===== src/include/pct_pkg.sv =====
// Package of constants shared by the pedestrian countdown timer design
package pct_pkg;
  // Clock and time base
  localparam int CLK_PERIOD_NS = 10;                               // 100 MHz system clock
  localparam int MS_TIME_NS = 1000000;                             // One millisecond in ns
  localparam int MS_CYCLES = MS_TIME_NS / CLK_PERIOD_NS;           // Clocks per millisecond
  localparam int MS_CNT_W = 17;                                    // Holds MS_CYCLES - 1
  localparam int SEC_MS = 1000;                                    // Milliseconds per second
  // Indication timing thresholds, in milliseconds
  localparam int DEBOUNCE_MS = 20;                                 // Input must be stable this long
  localparam int DEB_CNT_W = 21;                                   // Holds debounce cycle count
  localparam int STEADY_MS = 1200;                                 // Hand on longer than this is steady
  localparam int DARK_MS = 1200;                                   // Hand off longer than this is dark
  localparam int OUTAGE_MS = 1500;                                 // Supply loss that forces a dark cycle
  localparam int MSC_W = 11;                                       // Millisecond counter width
  // Count widths and limits
  localparam int SEC_W = 8;                                        // Measured seconds width
  localparam logic [SEC_W-1:0] SEC_MAX = 8'hff;                    // Measurement saturates here
  localparam logic [SEC_W-1:0] DISP_MAX = 8'h63;                   // Two digits show at most 99
  localparam logic [SEC_W-1:0] TOL_S = 8'h01;                      // Tolerated measuring jitter
  localparam logic [SEC_W-1:0] SEC_ZERO = 8'h00;                   // Zero seconds
  localparam logic [3:0] DIGIT_BASE = 4'ha;                        // Decimal digit base
  localparam logic [6:0] SEG_OFF = 7'h00;                          // All segments dark
  localparam int NUM_IND = 2;                                      // Debounced indications
  localparam int IND_WALK = 0;                                     // Walking person bit
  localparam int IND_HAND = 1;                                     // Upraised hand bit
  // Cycle tracker states
  typedef enum logic [1:0] {
    PCT_ST_IDLE,
    PCT_ST_WALK,
    PCT_ST_CLEAR
  } pct_state_t;
endpackage : pct_pkg


===== src/include/pct_ind_if.sv =====
// Interface carrying the cleaned pedestrian indications between modules
`timescale 1ns/10ps
interface pct_ind_if;
  logic walk; // Walking person lit
  logic hand; // Upraised hand lit (steady or in a flash on phase)
  modport drv (output walk, output hand);
  modport use_side (input walk, input hand);
endinterface : pct_ind_if


===== src/rtl/pct_countdown.sv =====
// Pedestrian countdown timer: learns clearance time and counts it down on two digits
//
// Summary of operation
// - Count down from flashing hand; blank at steady
// - Clearance countdown only; start at measured clearance
// - No user inputs; timing learned from indications
// - One dark learning cycle after power-on
// - Timing change: blank, relearn one dark cycle
// - Back-to-back walk cycles counted correctly
// - Preempted walk: follow to flashing, count
// - Preemption during flashing: keep counting
// - Preempted cycle overwrites learned duration only in a learning cycle
// - Early steady hand stops timing, blanks
// - Hand and walk both dark: suspend, blank
// - Outage over 1.5 s: one dark cycle
// - Two seven-segment decimal digits show count
// - Constant intensity; dark at once on supply loss
`timescale 1ns/10ps
module pct_countdown #(
  parameter int MS_CYCLES = pct_pkg::MS_CYCLES,                          // Clocks per millisecond
  parameter int DEB_CYCLES = pct_pkg::DEBOUNCE_MS * pct_pkg::MS_CYCLES   // Debounce window in clocks
) (
  input wire logic i_clk,
  input wire logic i_reset,
  input wire logic i_walk,
  input wire logic i_hand,
  input wire logic i_power_ok,
  output logic [6:0] o_seg_tens,
  output logic [6:0] o_seg_ones,
  output logic o_count_on
);
  localparam int SW = pct_pkg::SEC_W;

  // Segment pattern for one decimal digit, bits g..a
  function automatic logic [6:0] seg7(input logic [3:0] d);
    case (d)
      4'h0: seg7 = 7'h3f;
      4'h1: seg7 = 7'h06;
      4'h2: seg7 = 7'h5b;
      4'h3: seg7 = 7'h4f;
      4'h4: seg7 = 7'h66;
      4'h5: seg7 = 7'h6d;
      4'h6: seg7 = 7'h7d;
      4'h7: seg7 = 7'h07;
      4'h8: seg7 = 7'h7f;
      4'h9: seg7 = 7'h6f;
      default: seg7 = pct_pkg::SEG_OFF;
    endcase
  endfunction : seg7

  pct_ind_if ind (); // Cleaned indications

  // Only the indications steer timing; there are no setting inputs at all
  pct_debounce #(.DEB_CYCLES(DEB_CYCLES)) u_deb (
    .i_clk(i_clk),
    .i_reset(i_reset),
    .i_raw({i_hand, i_walk}),
    .ind(ind)
  );

  pct_pkg::pct_state_t state_q; // Where in the pedestrian cycle we are
  logic walk_prev_q;            // Walk level one cycle ago
  logic hand_prev_q;            // Hand level one cycle ago
  logic [pct_pkg::MS_CNT_W-1:0] ms_cnt_q; // Free running millisecond divider
  logic [pct_pkg::MSC_W-1:0] sec_ms_q;    // Milliseconds into current second
  logic [pct_pkg::MSC_W-1:0] hand_on_q;   // Milliseconds hand has been lit
  logic [pct_pkg::MSC_W-1:0] hand_off_q;  // Milliseconds hand has been dark
  logic [pct_pkg::MSC_W-1:0] outage_q;    // Milliseconds supply has been lost
  logic [SW-1:0] meas_q;        // Seconds since clearance began
  logic [SW-1:0] last_rise_q;   // Clearance second of latest hand onset
  logic [SW-1:0] walk_len_q;    // Seconds of walk in this cycle
  logic [SW-1:0] learned_q;     // Stored clearance duration
  logic [SW-1:0] learned_walk_q;// Stored walk duration
  logic learned_ok_q;           // A duration has been stored
  logic relearn_q;              // Change seen, next cycle relearns
  logic pend_q;                 // One short cycle seen, awaiting a second
  logic dark_req_q;             // Outage seen, next cycle stays dark
  logic cyc_learn_q;            // This cycle is a learning cycle
  logic cyc_dark_q;             // This cycle shows no count
  logic [SW-1:0] count_q;       // Value on the display
  logic [6:0] seg_tens_q;       // Registered tens pattern
  logic [6:0] seg_ones_q;       // Registered ones pattern
  logic count_on_q;             // Digits lit

  // Decoded events
  logic ms_tick, sec_tick, walk_rise, hand_rise, steady, dark_both, enter_walk, enter_clear, end_ok;
  logic [SW-1:0] measured;      // Clearance length of the cycle that is ending
  logic is_long, is_short;

  assign ms_tick = (ms_cnt_q == pct_pkg::MS_CNT_W'(MS_CYCLES - 1));
  assign sec_tick = ms_tick && (sec_ms_q == pct_pkg::MSC_W'(pct_pkg::SEC_MS - 1));
  assign walk_rise = ind.walk && !walk_prev_q;
  assign hand_rise = ind.hand && !hand_prev_q;
  // Hand lit past a flash on phase means steady; shorter gaps are flash off phases
  assign steady = (hand_on_q >= pct_pkg::MSC_W'(pct_pkg::STEADY_MS));
  assign dark_both = !ind.walk && (hand_off_q >= pct_pkg::MSC_W'(pct_pkg::DARK_MS));
  assign enter_walk = walk_rise && (state_q != pct_pkg::PCT_ST_WALK);
  assign enter_clear = (state_q == pct_pkg::PCT_ST_WALK) && !ind.walk && ind.hand;
  // A cycle completes on steady hand or on a new walk without steady hand
  assign end_ok = (state_q == pct_pkg::PCT_ST_CLEAR) && (ind.walk || steady);
  assign measured = ind.walk ? meas_q : last_rise_q;
  assign is_long = (measured > learned_q + pct_pkg::TOL_S);
  assign is_short = (measured + pct_pkg::TOL_S < learned_q);

  // Cycle tracker
  always_ff @(posedge i_clk or posedge i_reset) begin
    if (i_reset) begin
      state_q <= pct_pkg::PCT_ST_IDLE;
    end else begin
      case (state_q)
        pct_pkg::PCT_ST_IDLE: begin
          if (walk_rise) begin
            state_q <= pct_pkg::PCT_ST_WALK;
          end
        end
        pct_pkg::PCT_ST_WALK: begin
          if (enter_clear) begin
            state_q <= pct_pkg::PCT_ST_CLEAR; // Walk may be cut short by preemption
          end else if (!ind.walk && !ind.hand) begin
            state_q <= pct_pkg::PCT_ST_IDLE;
          end
        end
        pct_pkg::PCT_ST_CLEAR: begin
          if (ind.walk) begin
            state_q <= pct_pkg::PCT_ST_WALK;
          end else if (steady || dark_both) begin
            state_q <= pct_pkg::PCT_ST_IDLE;
          end
        end
        default: state_q <= pct_pkg::PCT_ST_IDLE;
      endcase
    end
  end

  // Edge history and the millisecond and second time base
  always_ff @(posedge i_clk or posedge i_reset) begin
    if (i_reset) begin
      walk_prev_q <= 1'b0;
      hand_prev_q <= 1'b0;
      ms_cnt_q <= '0;
      sec_ms_q <= '0;
    end else begin
      walk_prev_q <= ind.walk;
      hand_prev_q <= ind.hand;
      ms_cnt_q <= ms_tick ? '0 : ms_cnt_q + 1'b1;
      // Seconds are aligned to the start of each interval so counts are whole seconds
      if (enter_walk || enter_clear) begin
        sec_ms_q <= '0;
      end else if (ms_tick) begin
        sec_ms_q <= sec_tick ? '0 : sec_ms_q + 1'b1;
      end
    end
  end

  // Hand lit and dark durations, and supply outage length
  always_ff @(posedge i_clk or posedge i_reset) begin
    if (i_reset) begin
      hand_on_q <= '0;
      hand_off_q <= '0;
      outage_q <= '0;
    end else begin
      if (!ind.hand) begin
        hand_on_q <= '0;
      end else if (ms_tick && !steady) begin
        hand_on_q <= hand_on_q + 1'b1;
      end
      if (ind.hand) begin
        hand_off_q <= '0;
      end else if (ms_tick && hand_off_q < pct_pkg::MSC_W'(pct_pkg::DARK_MS)) begin
        hand_off_q <= hand_off_q + 1'b1;
      end
      if (i_power_ok) begin
        outage_q <= '0;
      end else if (ms_tick && outage_q <= pct_pkg::MSC_W'(pct_pkg::OUTAGE_MS)) begin
        outage_q <= outage_q + 1'b1;
      end
    end
  end

  // Measurement of walk and clearance lengths in whole seconds
  always_ff @(posedge i_clk or posedge i_reset) begin
    if (i_reset) begin
      meas_q <= '0;
      last_rise_q <= '0;
      walk_len_q <= '0;
    end else begin
      if (enter_walk) begin
        walk_len_q <= '0;
      end else if (state_q == pct_pkg::PCT_ST_WALK && sec_tick && walk_len_q != pct_pkg::SEC_MAX) begin
        walk_len_q <= walk_len_q + 1'b1;
      end
      if (enter_clear) begin
        meas_q <= '0;
        last_rise_q <= '0;
      end else if (state_q == pct_pkg::PCT_ST_CLEAR) begin
        if (sec_tick && meas_q != pct_pkg::SEC_MAX) begin
          meas_q <= meas_q + 1'b1;
        end
        // The onset of the steady hand closes the clearance
        if (hand_rise) begin
          last_rise_q <= meas_q;
        end
      end
    end
  end

  // Learning, change detection and preemption handling
  always_ff @(posedge i_clk or posedge i_reset) begin
    if (i_reset) begin
      learned_q <= '0;
      learned_walk_q <= '0;
      learned_ok_q <= 1'b0;
      relearn_q <= 1'b0;
      pend_q <= 1'b0;
      dark_req_q <= 1'b0;
      cyc_learn_q <= 1'b0;
      cyc_dark_q <= 1'b1;
    end else begin
      // Set wins over the consume at walk start so a fresh outage is never lost
      // Only a loss strictly longer than the limit counts; the counter stops one step past it
      if (outage_q > pct_pkg::MSC_W'(pct_pkg::OUTAGE_MS)) begin
        dark_req_q <= 1'b1;
      end else if (enter_walk) begin
        dark_req_q <= 1'b0;
      end
      if (end_ok && cyc_learn_q) begin
        // Learning cycle complete: store what was seen
        learned_q <= measured;
        learned_walk_q <= walk_len_q;
        learned_ok_q <= 1'b1;
        relearn_q <= 1'b0;
        pend_q <= 1'b0;
      end else if (end_ok && learned_ok_q && !cyc_dark_q && walk_len_q >= learned_walk_q) begin
        // A full-length walk means no preemption; a short walk leaves the store alone
        if (is_long || (is_short && pend_q)) begin
          relearn_q <= 1'b1;
        end
        // One short clearance may be a preemption in the flashing hand; a second confirms a change
        pend_q <= is_short && !pend_q;
      end else if (state_q == pct_pkg::PCT_ST_CLEAR && !cyc_learn_q && meas_q > learned_q + pct_pkg::TOL_S) begin
        // Flashing outlasts the learned clearance: timing grew, blank now
        relearn_q <= 1'b1;
      end
      if (enter_walk) begin
        // Every cycle starting after reset or a change is a dark learning cycle
        // A learning cycle closing on this very walk has just stored, so the new cycle counts
        cyc_learn_q <= (relearn_q || !learned_ok_q) && !(end_ok && cyc_learn_q);
        cyc_dark_q <= dark_req_q || ((relearn_q || !learned_ok_q) && !(end_ok && cyc_learn_q));
      end
    end
  end

  // Countdown value: loaded at flashing-hand start, one step per second to zero
  always_ff @(posedge i_clk or posedge i_reset) begin
    if (i_reset) begin
      count_q <= '0;
    end else if (enter_clear) begin
      // Always from the stored duration, even after a preempted cycle
      count_q <= (learned_q > pct_pkg::DISP_MAX) ? pct_pkg::DISP_MAX : learned_q;
    end else if (state_q == pct_pkg::PCT_ST_CLEAR && sec_tick && count_q != pct_pkg::SEC_ZERO) begin
      count_q <= count_q - 1'b1; // Runs straight through any preemption
    end
  end

  // Display registers: lit only while counting a normal cycle
  always_ff @(posedge i_clk or posedge i_reset) begin
    if (i_reset) begin
      count_on_q <= 1'b0;
      seg_tens_q <= pct_pkg::SEG_OFF;
      seg_ones_q <= pct_pkg::SEG_OFF;
    end else begin
      // Leaving clearance blanks the digits, as does a change or a dark cycle
      count_on_q <= (state_q == pct_pkg::PCT_ST_CLEAR) && !cyc_dark_q && !relearn_q;
      if ((state_q == pct_pkg::PCT_ST_CLEAR) && !cyc_dark_q && !relearn_q) begin
        // Tens digit blank below ten; ones always shown, down to 0
        seg_tens_q <= (count_q < SW'(pct_pkg::DIGIT_BASE)) ? pct_pkg::SEG_OFF
                      : seg7(4'(count_q / SW'(pct_pkg::DIGIT_BASE)));
        seg_ones_q <= seg7(4'(count_q % SW'(pct_pkg::DIGIT_BASE)));
      end else begin
        seg_tens_q <= pct_pkg::SEG_OFF;
        seg_ones_q <= pct_pkg::SEG_OFF;
      end
    end
  end

  // Full on or off, never dimmed; supply loss darkens outputs in the same instant
  assign o_seg_tens = i_power_ok ? seg_tens_q : pct_pkg::SEG_OFF;
  assign o_seg_ones = i_power_ok ? seg_ones_q : pct_pkg::SEG_OFF;
  assign o_count_on = count_on_q && i_power_ok;
endmodule : pct_countdown


===== src/rtl/pct_debounce.sv =====
// Debouncer that cleans the controller indication inputs
`timescale 1ns/10ps
module pct_debounce #(
  parameter int DEB_CYCLES = pct_pkg::DEBOUNCE_MS * pct_pkg::MS_CYCLES
) (
  input wire logic i_clk,
  input wire logic i_reset,
  input wire logic [pct_pkg::NUM_IND-1:0] i_raw,
  pct_ind_if.drv ind
);
  wire logic [pct_pkg::NUM_IND-1:0] clean; // Accepted levels, one bit from each filter

  // One filter per indication: a new level is taken only after it held for the full window
  for (genvar g = 0; g < pct_pkg::NUM_IND; g++) begin : g_filt
    logic [pct_pkg::DEB_CNT_W-1:0] cnt_q; // Cycles the raw level has differed
    logic lvl_q; // Accepted level, owned by this filter alone so no bit has two writers
    always_ff @(posedge i_clk or posedge i_reset) begin
      if (i_reset) begin
        cnt_q <= '0;
        lvl_q <= 1'b0;
      end else if (i_raw[g] == lvl_q) begin
        // Glitch ended before the window, start over
        cnt_q <= '0;
      end else if (cnt_q == pct_pkg::DEB_CNT_W'(DEB_CYCLES - 1)) begin
        cnt_q <= '0;
        lvl_q <= i_raw[g];
      end else begin
        cnt_q <= cnt_q + 1'b1;
      end
    end
    assign clean[g] = lvl_q;
  end

  assign ind.walk = clean[pct_pkg::IND_WALK];
  assign ind.hand = clean[pct_pkg::IND_HAND];
endmodule : pct_debounce


===== config.mk =====
export PLATFORM = sky130hd
export DESIGN_NAME = pct_countdown
export DESIGN_NICKNAME = d
export VERILOG_FILES = /design/src/include/pct_pkg.sv /design/src/include/pct_ind_if.sv /design/src/rtl/pct_countdown.sv /design/src/rtl/pct_debounce.sv
export SDC_FILE = /design/constraint.sdc
export NUM_CORES = 1
export LEC_CHECK = 0
export ABC_CLOCK_PERIOD_IN_PS = 4670
export BUFFER_PORTS_ARGS = -buffer_cell sky130_fd_sc_hd__clkbuf_2
export CORE_MARGIN = 8
export CORE_UTILIZATION = 47
export CTS_CLUSTER_SIZE = 28
export DETAILED_ROUTE_END_ITERATION = 10
export PLACE_DENSITY = 0.75
export RECOVER_POWER = 50
export SKIP_CTS_REPAIR_TIMING = 1
export SLEW_MARGIN = 10
export SYNTH_ARGS = -nofsm -noshare
export SYNTH_HDL_FRONTEND = slang
export SYNTH_HIERARCHICAL = 1
export SYNTH_SLANG_ARGS = --single-unit

===== constraint.sdc =====
create_clock -name i_clk -period 4.67 [get_ports i_clk]
set_clock_uncertainty 0.15 [all_clocks]
set_input_delay 0 -clock i_clk [delete_from_list [all_inputs] [get_ports i_clk]]
set_output_delay 0 -clock i_clk [all_outputs]
set_load 0.005 [all_outputs]

==> impl_results.md <==
* Status: finished, violations left
* Failing checks: capacitance limit, slew limit
* Nets@finish at about 1200
* Final Cell Area at 11300 sq um
* Final core utilization at 52.0%
* Initial antenna violation count at 0
* Register area share after synthesis at 43.2%
* Routed WL at 19700 um
* ANT nets after route at 0
* Syn Area/Cell at 9.47 sq um
* First-pass GRT wire length at between 30000 and 40000 um
* GRT Total Usage at between 10% and 20%
* Fin Setup TNS at 0 ns
* Vert. Die Dim at roughly 160 um
* CP max FO at 16
* DR pass1 iterations at 5
* Min-Delay Path Class: in -> reg
* Yosys cell types at 85
* Register area at 4460 sq um
* Die ar. at 26900 sq um
* Final hold slack at 0.239 ns
* PD cells at 269 nW/um^2
* Synth async-reset ratio at 100%
* Root buffer cell: clkbuf_16
* Vias per Instance at 5.58
* Fillers at 1949
* Critical Path AT at 3.78 ns
* WS Path Type: reg -> reg
* Yosys warnings at 6
* Count leader, synth: dfrtp_1
* Cell Rows at 54
* N_diodes at 0
* Clock transition at path regs at around 0.070 ns
* Detailed-route via count at 7807
* CTS tree: yes
* Layout cells sized above 1 at a little under a tenth
* Area grow syn2layout at 9.45%
* CTS Sinks at between 150 and 200
* Crit path required time at 4.87 ns
* Final hold vios at 0
* Number of global-route vias before repair at 7606
* Pleak at roughly 0.0050 uW
* Final setup fails at 0
* CORE AREA at 21700 sq um
* Final Power at 3040 uW
* Post-synth top area share at 43.0%
* Post-synth EDFFs at 0
* MaxCap Viol Count at 2
* Primary FF master, synth: dfrtp_1
* Largest net degree at the start of global routing at 87
* DIE WIDTH at about 160 um
* Worst Setup Start Kind: flip-flop
* VDD IR-drop max at 0.000243 V
* Fin crit share at 76.6%
* Worst setup EP type: flip-flop
* GP Congestion at 0.840
* DP HPWL at 13600 um
* Synthesized flop and latch total at 178
* Synth area leaders: dfrtp_1, ha_1, nor2_1
* Min Tclk post-route at around 3.6 ns
* Number of CTS-inserted buffers at 17
* # DRC at 0
* DR iter-0 viols at 446
* Htree depth at 4
* Initial core utilization at between 40% and 50%
* Slew Limit Fails at around 130
* Synth cell count leaders: dfrtp_1, nor2_1, nand2_1
* Routed wire per std cell at ~14 um
* Unrepaired setup endpoints after global routing: no
* Port bufs at 19
* Clock Path Buffers at 2
* Largest area contributor in the netlist: dfrtp_1
* FF-to-FF setup slack at between 1 and 1.5 ns
* Worst-Margin Slew at 3.17 ns
* GR Overflow Total at 0
* Post-Syn Instances at 1089
* Net Count, Synth at 1153
* Multi-input gate area at roughly 5500 sq um
* Clock latency on the worst-skew pair at 0.43 ns
* Area post-placement at 10700 sq um
* Slew HR at -111%
* Achievable frequency at 279 MHz
* Post-Syn Area at 10300 sq um
* Ports at 20
-- layer usage --
| metal | vias to the layer above | routed length, um | GRT usage (%) |
|---|---|---|---|
| li1 | 3866 | - | - |
| met1 | 3776 | 9150 | 19.7 |
| met2 | 127 | 9460 | 25.9 |
| met3 | 38 | 679 | 3.16 |
| met4 | 0 | 359 | 5.50 |
| met5 | - | 0 | 0 |
-- power by group --
group / total [uW] / internal [uW] / switching [uW]
Combinational: 54.1 / 10.6 / 43.5
Sequential: 1550 / 1550 / 5.00
Clock: 1430 / 777 / 656
Total: 3040 / 2330 / 705
-- layout by cell type (no fill, tap or decap), types with 5 or more instances in the layout --
cell type    n
o31ai_1      6
a22o_1       9
dfrtp_1    177
nand4_1     27
nor2_1     133
clkbuf_2    15
nand2_1     69
buf_4        8
nand3_1     48
inv_8        5
or3_1       19
mux2i_1     10
o21bai_1     5
and2_0      11
xor2_1      57
clkbuf_16   17
xnor2_1     47
and3_1      14
inv_1       57
nor2b_1     12
and4_1      10
a21o_1       8
inv_6        6
nor3_1      22
clkbuf_1     5
a31oi_1      7
and2_1       6
mux2_2       9
o21ai_0     49
o21a_1       9
a211oi_1     8
nor3b_1      5
nand2b_1     8
nor4_1       8
ha_1        59
a21oi_1     65
-- sequential cells by signal, indices dropped and copies added (netlist names), 8 cells and up --
| name | flops |
|---|---|
| hand_off_q | 11 |
| meas_q | 8 |
| outage_q | 11 |
| hand_on_q | 11 |
| count_q | 8 |
| sec_ms_q | 11 |
| ms_cnt_q | 17 |
| walk_len_q | 8 |
| u_deb/g_filt.cnt_q | 42 |
| learned_walk_q | 8 |
| learned_q | 8 |
| last_rise_q | 8 |
-- area by class of cell --
class,instances,area share (%)
Clock buffer,18,3.89
Clock inverter,14,1.36
Inverter,59,1.96
Multi-Input combinational cell,817,48.5
Sequential cell,178,39.5
Tap cell,280,3.10
Timing Repair Buffer,32,1.72
-- path summary, 6_finish.rpt --
kind | start | end | cells past startpoint
worst max register to register | u_deb/ind.walk | relearn_q | 12
worst min register to register | walk_prev_q | state_q[0] | 1
max in group asynchronous | i_reset | seg_tens_q[6] | 4
worst min-delay path | i_hand | u_deb/ind.hand | 3
min in group asynchronous | i_reset | u_deb/g_filt[0].cnt_q[1] | 4
worst max-delay path | u_deb/ind.walk | relearn_q | 12
-- through the flow --
step                      cells  setup WS [ns]
final                      1398           1.09
after global placement     1362           1.11
after detailed placement   1362           1.08
after CTS                  1394           1.07
after floorplan            1089          0.939
after global routing       1398          0.442
-- critical path, cell delays in order (launching register included) --
cell     delay, ns
dfrtp_1       0.76
mux2i_1       0.40
inv_1         0.11
ha_1          0.31
ha_1          0.26
nor2b_1       0.13
o21a_1        0.16
o21a_1        0.16
o21ai_0       0.15
a21oi_1       0.10
or3b_2        0.46
and4_1        0.20
nor3_1        0.15
-- cell families after synthesis --
logic type	after synthesis	share of synthesized area, %
AO/OA/AOI/OAI	192	11.6
AND/OR/NAND/NOR	442	23.3
flip-flops	178	43.2
XOR/XNOR	105	8.99
adder cells (fa/ha/maj)	59	7.16
buffers and inverters	94	3.76
multiplexers	19	1.95
(Power assumes the default switching activity.)
